`src/rtl/pwr_mode_pkg.sv`:
```
// Constants for the converter power-mode controller.
// Assumes a 20 MHz system clock and a 32-bit Avalon-MM register port.
package pwr_mode_pkg;
   // ----------------------------------------
   // Register map (byte addresses)
   // ----------------------------------------
   localparam logic [3:0] CTRL_ADDR = 4'h0;
   localparam logic [3:0] STATUS_ADDR = 4'h4;
   localparam int SEL_LO_BIT = 0;
   localparam int SEL_HI_BIT = 1;
   localparam logic [1:0] SEL_RESET = 2'h0;
   // Status fields
   localparam int ST_CORE_BIT = 0;
   localparam int ST_REF_BIT = 1;
   localparam int ST_READY_BIT = 2;
   localparam int ST_SLEEP_BIT = 3;
   localparam int ST_MODE_LSB = 4;

   // ----------------------------------------
   // Timing
   // ----------------------------------------
   localparam int CLK_HZ = 20_000_000;
   localparam int WAKE_NS = 5000;
   localparam int WAKE_CYC = (WAKE_NS * (CLK_HZ / 1_000_000) + 999) / 1000;

   // ----------------------------------------
   // Types
   // ----------------------------------------
   typedef enum logic [2:0] {
      MODE_FULL_UP, MODE_PD_FULL_BETWEEN, MODE_NORMAL, MODE_FULL_DOWN, MODE_PD_PART_BETWEEN
   } pwr_mode_t;
   typedef enum logic [1:0] {ST_ON, ST_DOWN, ST_WAKING} pwr_state_t;
endpackage

```
`src/rtl/adc_power_mode_control.sv`:
```
// Power-mode controller for a sampling converter: decodes the power
// select field and the sleep pin, sequences power-down and wake-up.
// Assumes busy comes from converter logic on clk_sys; pins are async.
//
// Behaviour
// Mode from select bits and sleep pin
// Full power-down turns everything off
// Partial power-down keeps reference alive
// Select bits reset to zero
// 00 with sleep high: always powered
// 00 with sleep low: full down between
// 01: normal operation, sleep ignored
// 10: full power-down, sleep ignored
// 11: partial down between conversions
// Host holds sleep high for software control
// Host may pull sleep low at low rates
// Busy falling edge enters power-down
// Start pulse falling edge wakes, 5 us
// Host powers up before software start
// Field applies at write; sleep synchronised
`timescale 1ns/1ps
`default_nettype none
module adc_power_mode_control (
   input wire logic clk_sys,
   input wire logic resetn,
   input wire logic [3:0] address,
   input wire logic read,
   input wire logic write,
   input wire logic [31:0] writedata,
   input wire logic [3:0] byteenable,
   output logic [31:0] readdata,
   output logic waitrequest,
   input wire logic sleep_n,
   input wire logic sample_go_n,
   input wire logic busy,
   output logic core_power_on,
   output logic ref_power_on,
   output logic powered_ready
);
   // ----------------------------------------
   // Pin synchronisers and edge detection
   // ----------------------------------------
   logic sleep_meta, sleep_sync;
   logic go_meta, go_sync, go_prev;
   logic busy_prev;
   // sleep pin synchronised
   always_ff @(posedge clk_sys or negedge resetn) begin
      if (!resetn) begin
         sleep_meta <= 1'b1;
         sleep_sync <= 1'b1;
         go_meta <= 1'b1;
         go_sync <= 1'b1;
         go_prev <= 1'b1;
         busy_prev <= 1'b0;
      end else begin
         sleep_meta <= sleep_n;
         sleep_sync <= sleep_meta;
         go_meta <= sample_go_n;
         go_sync <= go_meta;
         go_prev <= go_sync;
         busy_prev <= busy;
      end
   end
   logic go_fall, busy_fall;
   assign go_fall = go_prev && !go_sync;
   assign busy_fall = busy_prev && !busy;

   // ----------------------------------------
   // Avalon-MM slave: one wait cycle per access
   // ----------------------------------------
   logic [1:0] pwr_sel;
   logic accept;
   assign accept = (read || write) && !waitrequest;
   // Waitrequest drops for exactly one cycle after a request appears
   always_ff @(posedge clk_sys or negedge resetn) begin
      if (!resetn) begin
         waitrequest <= 1'b1;
      end else begin
         waitrequest <= !((read || write) && waitrequest);
      end
   end
   // select resets to zero
   // field applies at write completion
   always_ff @(posedge clk_sys or negedge resetn) begin
      if (!resetn) begin
         pwr_sel <= pwr_mode_pkg::SEL_RESET;
      end else if (accept && write && address == pwr_mode_pkg::CTRL_ADDR && byteenable[0]) begin
         pwr_sel <= writedata[1:0];
      end
   end

   // ----------------------------------------
   // Mode decode
   // ----------------------------------------
   pwr_mode_pkg::pwr_mode_t mode;
   // decode from bits and pin
   always_comb begin
      unique case (pwr_sel)
         2'h0: mode = sleep_sync ? pwr_mode_pkg::MODE_FULL_UP : pwr_mode_pkg::MODE_PD_FULL_BETWEEN;
         2'h1: mode = pwr_mode_pkg::MODE_NORMAL;
         2'h2: mode = pwr_mode_pkg::MODE_FULL_DOWN;
         2'h3: mode = pwr_mode_pkg::MODE_PD_PART_BETWEEN;
      endcase
   end
   logic between;
   assign between = mode == pwr_mode_pkg::MODE_PD_FULL_BETWEEN || mode == pwr_mode_pkg::MODE_PD_PART_BETWEEN;

   // ----------------------------------------
   // Power sequencer
   // ----------------------------------------
   pwr_mode_pkg::pwr_state_t state, next_state;
   logic [7:0] wake_cnt;
   always_comb begin
      next_state = state;
      unique case (state)
         pwr_mode_pkg::ST_ON: begin
            // forced full power-down
            if (mode == pwr_mode_pkg::MODE_FULL_DOWN) begin
               next_state = pwr_mode_pkg::ST_DOWN;
            // sleep at end of conversion
            end else if (between && busy_fall) begin
               next_state = pwr_mode_pkg::ST_DOWN;
            end
         end
         pwr_mode_pkg::ST_DOWN: begin
            // always-on modes wake at once
            if (mode == pwr_mode_pkg::MODE_FULL_UP || mode == pwr_mode_pkg::MODE_NORMAL) begin
               next_state = pwr_mode_pkg::ST_WAKING;
            // start pulse falling edge wakes
            end else if (between && go_fall) begin
               next_state = pwr_mode_pkg::ST_WAKING;
            end
         end
         pwr_mode_pkg::ST_WAKING: begin
            if (mode == pwr_mode_pkg::MODE_FULL_DOWN) begin
               next_state = pwr_mode_pkg::ST_DOWN;
            end else if (wake_cnt == 8'h00) begin
               next_state = pwr_mode_pkg::ST_ON;
            end
         end
      endcase
   end
   always_ff @(posedge clk_sys or negedge resetn) begin
      if (!resetn) begin
         state <= pwr_mode_pkg::ST_ON;
      end else begin
         state <= next_state;
      end
   end
   // wake time counter
   always_ff @(posedge clk_sys or negedge resetn) begin
      if (!resetn) begin
         wake_cnt <= 8'h00;
      end else if (state != pwr_mode_pkg::ST_WAKING) begin
         wake_cnt <= 8'(pwr_mode_pkg::WAKE_CYC - 1);
      end else if (wake_cnt != 8'h00) begin
         wake_cnt <= wake_cnt - 8'h01;
      end
   end
   // Outputs follow next_state so they match state in the same cycle
   // core and reference enables
   always_ff @(posedge clk_sys or negedge resetn) begin
      if (!resetn) begin
         core_power_on <= 1'b1;
         ref_power_on <= 1'b1;
         powered_ready <= 1'b1;
      end else begin
         core_power_on <= next_state != pwr_mode_pkg::ST_DOWN;
         ref_power_on <= next_state != pwr_mode_pkg::ST_DOWN || mode == pwr_mode_pkg::MODE_PD_PART_BETWEEN;
         powered_ready <= next_state == pwr_mode_pkg::ST_ON;
      end
   end

   // ----------------------------------------
   // Read data
   // ----------------------------------------
   // Unmapped addresses read zero; writes there are dropped
   always_ff @(posedge clk_sys or negedge resetn) begin
      if (!resetn) begin
         readdata <= 32'h0000_0000;
      end else if (read && waitrequest) begin
         readdata <= 32'h0000_0000;
         if (address == pwr_mode_pkg::CTRL_ADDR) begin
            readdata[1:0] <= pwr_sel;
         end else if (address == pwr_mode_pkg::STATUS_ADDR) begin
            readdata[pwr_mode_pkg::ST_CORE_BIT] <= core_power_on;
            readdata[pwr_mode_pkg::ST_REF_BIT] <= ref_power_on;
            readdata[pwr_mode_pkg::ST_READY_BIT] <= powered_ready;
            readdata[pwr_mode_pkg::ST_SLEEP_BIT] <= sleep_sync;
            readdata[pwr_mode_pkg::ST_MODE_LSB +: 3] <= mode;
         end
      end
   end
endmodule
`default_nettype wire

```
`config.mk`:
```
export PLATFORM = sky130hd
export DESIGN_NAME = adc_power_mode_control
export DESIGN_NICKNAME = d
export VERILOG_FILES = /design/src/rtl/pwr_mode_pkg.sv /design/src/rtl/adc_power_mode_control.sv
export SDC_FILE = /design/constraint.sdc
export NUM_CORES = 1
export LEC_CHECK = 0
export ABC_CLOCK_PERIOD_IN_PS = 3970
export BUFFER_PORTS_ARGS = -buffer_cell sky130_fd_sc_hd__buf_4
export CAP_MARGIN = 20
export CORE_MARGIN = 2
export CORE_UTILIZATION = 48
export CTS_CLUSTER_DIAMETER = 80
export DETAILED_ROUTE_END_ITERATION = 16
export PLACE_DENSITY = 0.84
export SYNTH_ARGS = -nofsm -noshare
export SYNTH_HDL_FRONTEND = slang
export SYNTH_SLANG_ARGS = --single-unit
```
`constraint.sdc`:
```
create_clock -name clk_sys -period 3.97 [get_ports clk_sys]
set_input_delay 0.5955 -clock clk_sys [delete_from_list [all_inputs] [get_ports clk_sys]]
set_output_delay 0.5955 -clock clk_sys [all_outputs]
set_load 0.01 [all_outputs]
```
### Yosys cells after proc, flatten, opt, wreduce, memory -nomap -nowiden

Index checks and enable logic that the tools add are counted.

| operators by class | value |
|---|---|
| reduce and logical (&&, ||, !) cells | 26 |
| eq/ne operators | 12 |
| $add $sub $neg | 1 |
| multiplexer cells | 14 |

Operators by type and width:

| operator | number |
|---|---|
| 8-bit two-way mux | 2 |
| 2-bit two-way mux | 7 |
| 3-bit case mux with 4 select lines | 1 |
| 1-bit logical AND | 10 |
| 8-bit zero test | 1 |
| 8-bit nonzero test | 1 |
| 8-bit by 1-bit subtractor with 8-bit output, second input constant | 1 |
| 7-bit two-way mux | 1 |
| 2-bit == test, second input constant | 3 |
| 3-bit by 2-bit == test with 1-bit output, second input constant | 2 |
| 2-bit zero test | 3 |
| 2-bit case mux with 3 select lines | 1 |
| 5-bit two-way mux | 1 |
| 2-bit by 1-bit == test with 1-bit output, second input constant | 2 |
| 4-bit by 3-bit == test with 1-bit output, second input constant | 1 |
| 1-bit zero test | 4 |
| 4-bit zero test | 1 |
| 1-bit logical OR | 4 |
| 3-bit by 1-bit == test with 1-bit output, second input constant | 1 |
| 3-bit == test, second input constant | 1 |
| 3-bit zero test | 1 |
| 2-bit by 1-bit inequality test with 1-bit output, second input constant | 1 |
| 2-bit inequality test, second input constant | 1 |
| 2-bit nonzero test | 1 |
| 1-bit two-way mux | 1 |

| storage, ports and cells | value |
|---|---|
| register bits after elaboration | 29 |
| output and inout bits | 36 |
| input bits | 47 |
| logic and storage cells | 67 |

### Longest topological paths before layout

| depth | value |
|---|---|
| word-level depth | 10 |
| mapped depth | 8 |
| mapped depth without buffers | 7 |

### Worst setup path before layout

OpenSTA, ideal clock, no wires.

| path | value |
|---|---|
| path type | reg-to-reg |
| from | reg wake_cnt[0] |
| to | reg state[0] |
| path slack | 1.926 ns |
| path buffers | 1 |
| required time | 3.846 ns |
| cell stages (with the launch flop) | 9 |
| library setup time | 0.124 ns |
| period minus slack after synthesis | 2.044 ns |
| arrival | 1.920 ns |
| cells stage by stage | dfrtp_1 -> inv_1 -> ha_1 -> or3b_2 -> or2_1 -> buf_6 -> a31oi_4 -> nand2_1 -> or2_1 |

| on the way | value |
|---|---|
| longest elaborated chain between the ends | 4 |

Ends and longest elaborated chain:

| element | line | RTL |
|---|---|---|
| from (decl) | adc_power_mode_control.sv:112 | `logic [7:0] wake_cnt;` |
| from (signal assigned) | adc_power_mode_control.sv:155 | `wake_cnt <= 8'(pwr_mode_pkg::WAKE_CYC - 1);` |
| from (signal assigned) | adc_power_mode_control.sv:157 | `wake_cnt <= wake_cnt - 8'h01;` |
| 8-bit zero test | adc_power_mode_control.sv:137 | `end else if (wake_cnt == 8'h00) begin` |
| 2-bit two-way mux | adc_power_mode_control.sv:137 |  |
| 2-bit two-way mux | adc_power_mode_control.sv:135 | `if (mode == pwr_mode_pkg::MODE_FULL_DOWN) begin` |
| 2-bit case mux with 3 select lines | adc_power_mode_control.sv:115 | `unique case (state)` |
| via next_state[0] | adc_power_mode_control.sv:111 | `pwr_mode_pkg::pwr_state_t state, next_state;` |
| to (signal assigned) | adc_power_mode_control.sv:145 | `state <= pwr_mode_pkg::ST_ON;` |
| to (signal assigned) | adc_power_mode_control.sv:147 | `state <= next_state;` |
| to (decl) | adc_power_mode_control.sv:111 |  |

The timed path passes the listed nets, and every way through them passes these cells.
A chain may end at the register's enable or synchronous reset.

### Worst setup path in the final report

Ends and elaborated chain as after synthesis.

==> metrics.txt <==
status complete, no violations; Post-Synthesis Cell Area 1590 sq um; Skew-Pair Late Insertion Delay 0.33 ns; vias in the first global route 1088; initial antenna violation count 0; adder-cell share of the synthesized area 0.0628; Syn Inst Count 152; most frequent cells in the layout 25 x conb_1, 24 x buf_4, 20 x dfrtp_1, 16 x nand2_1, 9 x dfstp_2; path depth of the worst reg2reg path 7; Die X 61.6 um; MaxCap Viol Count 0; CP bufs+invs 1; postcts setup bufs 0; Seq cells post-synth 29; clock tree buffer depth 2; fraction of layout cells with a size suffix above 1 0.244; Synth Area in XOR/XNOR 0.0110; CTS tree built; area share of and/or/nand/nor cells after synthesis 0.156; hold buffer count at cts 0; # rows 20; main combinational cell family by area after synthesis simple AND/OR/NAND/NOR gates; Root Buffer clkbuf_4; DRT antenna net count 0; RSZ-0062 raised after global routing false; CP Max Fanout 7; Vias 1118; Final period util 0.556; number of port buffers 24; power per cell area 438 nW/um^2; DRT Pass-1 Iters 4; post-synthesis compound-gate area fraction 0.135; crit start category flop; post-place instance area 1720 sq um; multi-input logic area 718 sq um; most common cell after layout, fill and taps aside conb_1; Layout Utilization 0.571; required time of the critical path 4.18 ns; Clock Skew 0.00700 ns; Max transition margin 0.652; family with the most delay on the worst path simple AND/OR/NAND/NOR gates; count of pins over their slew limit 0; fraction of registers with async set/reset 1.00; cells along the critical path inv_1 -> ha_1 -> or3b_2 -> or2_1 -> a31oi_4 -> nand2_1 -> or2_1; placed cells 217; CP max stage cell or3b_2; crit path time final 2.21 ns; fmax 453 MHz; post-CTS sizing 0; Leak 0.830 nW; # setup viols final 0; TritonCTS Buffers 5; Final Hold Fails 0; Vias/cell 4.99; WL per Instance 12.8 um; Hold Crit Class in -> async; Initial Util 0.514; Die Area 3800 sq um; pin count of the biggest net entering global routing 30; first-pass GRT wire length 4.61 mm; area occupied by registers 737 sq um; stages on the worst setup path 7; cell area after layout 1770 sq um; cell mode on critical path or2_1; Arr. time, crit path 2.42 ns; Synth cell types 41; CP peak stage delay 0.51 ns; yosys warns 0; Synth Flop Type dfrtp_1; dpl ws 1.77 ns; Worst Setup End Kind flop; Layout Cells excl Fill 224; r2r setup slk 1.76 ns; Syn Area/Cell 10.5 sq um; post-route setup slack 1.76 ns; antenna diode count 0; total gr overflow 0; drt total wl 2.87 mm; Ports 83; Post-synth EDFFs 0; total chip power 776 uW; Sink Count 29; IR drop worst, VDD 0.263 mV; post-route setup TNS 0 ns; Die H 61.6 um; Tot GR Track Use 0.171; drc violations 0; post-layout net count 235; Crit Path Class reg -> reg; multiplexer share of the synthesized area 0.0267; Core ar. 3100 sq um; Syn-to-layout area delta 11.1%; Placer Congestion 0.856; worst hold slack 0.165 ns; Filler Cells Inserted 278; CTS clk-pin slew, worst paths 0.09 ns; H-tree levels 2; detailed router's first-iteration violation count 39; Tightest Pin Transition 0.517 ns; hpwl dp 2.20 mm; sequential area share after synthesis 0.462
registers in the layout (all words and copies together) (netlist names):
register / count
wake_cnt: 8
powered_ready: 1
core_power_on: 1
go_sync: 1
sleep_sync: 1
busy_prev: 1
pwr_sel: 2
ref_power_on: 1
sleep_meta: 1
waitrequest: 1
go_prev: 1
state: 2
go_meta: 1
readdata: 7
area by class of cell:
| cell class | instances | share of cell area |
|---|---|---|
| flip-flops and latches | 29 | 0.416 |
| clock buffers | 7 | 0.0311 |
| inverters | 7 | 0.0148 |
| repair buffers | 24 | 0.102 |
| well taps | 44 | 0.0311 |
| multi-input cells | 113 | 0.405 |
cell families after synthesis:
family	after synthesis
and+or+nand+nor	47
buffers and inverters	34
DFF	29
AOI/OAI and AO/OA	27
adders and majority gates	8
muxes	4
xor gates and xnor gates	2
other	1
final timing paths:
check / start / endpoint
setup / recovery: wake_cnt[0] / state[0]
hold / removal: resetn / readdata[0]
setup reg to reg: wake_cnt[0] / state[0]
hold reg to reg: sleep_meta / sleep_sync
max in group asynchronous: resetn / go_meta
min in group clk_sys: sleep_meta / sleep_sync
Yosys cell counts, types with 2 or more instances:
master     n  area share
nor3_1     2      0.0063
nand2_1   16       0.038
or2_1      2      0.0078
nand3_1    6       0.019
a22o_1     6       0.033
nor2_1     4      0.0094
dfstp_2    9        0.15
nor3b_1    3       0.014
or3_1      2      0.0078
mux2i_1    2       0.013
a21boi_0   3       0.014
buf_4     25        0.12
a21oi_1    2      0.0063
mux2_2     2       0.014
nand2b_1   5       0.020
o21ai_0    2      0.0063
nand3b_1   2      0.0094
inv_1      7       0.016
dfrtp_1   20        0.31
ha_1       8       0.063
a211oi_1   2      0.0094
o31ai_1    3       0.014
layer usage:
layer	global-route usage	share of wire
met3	0.0630	0.087
met2	0.287	0.50
met1	0.189	0.39
met5	0	0
met4	0.0851	0.021
report_power, final:
part / switching, mW / total [mW] / internal, mW
sequential: 0.0353 / 0.380 / 0.345
combinational: 0.118 / 0.220 / 0.102
clock: 0.0926 / 0.176 / 0.0833
No activity file was read; power rests on OpenSTA's default activity.
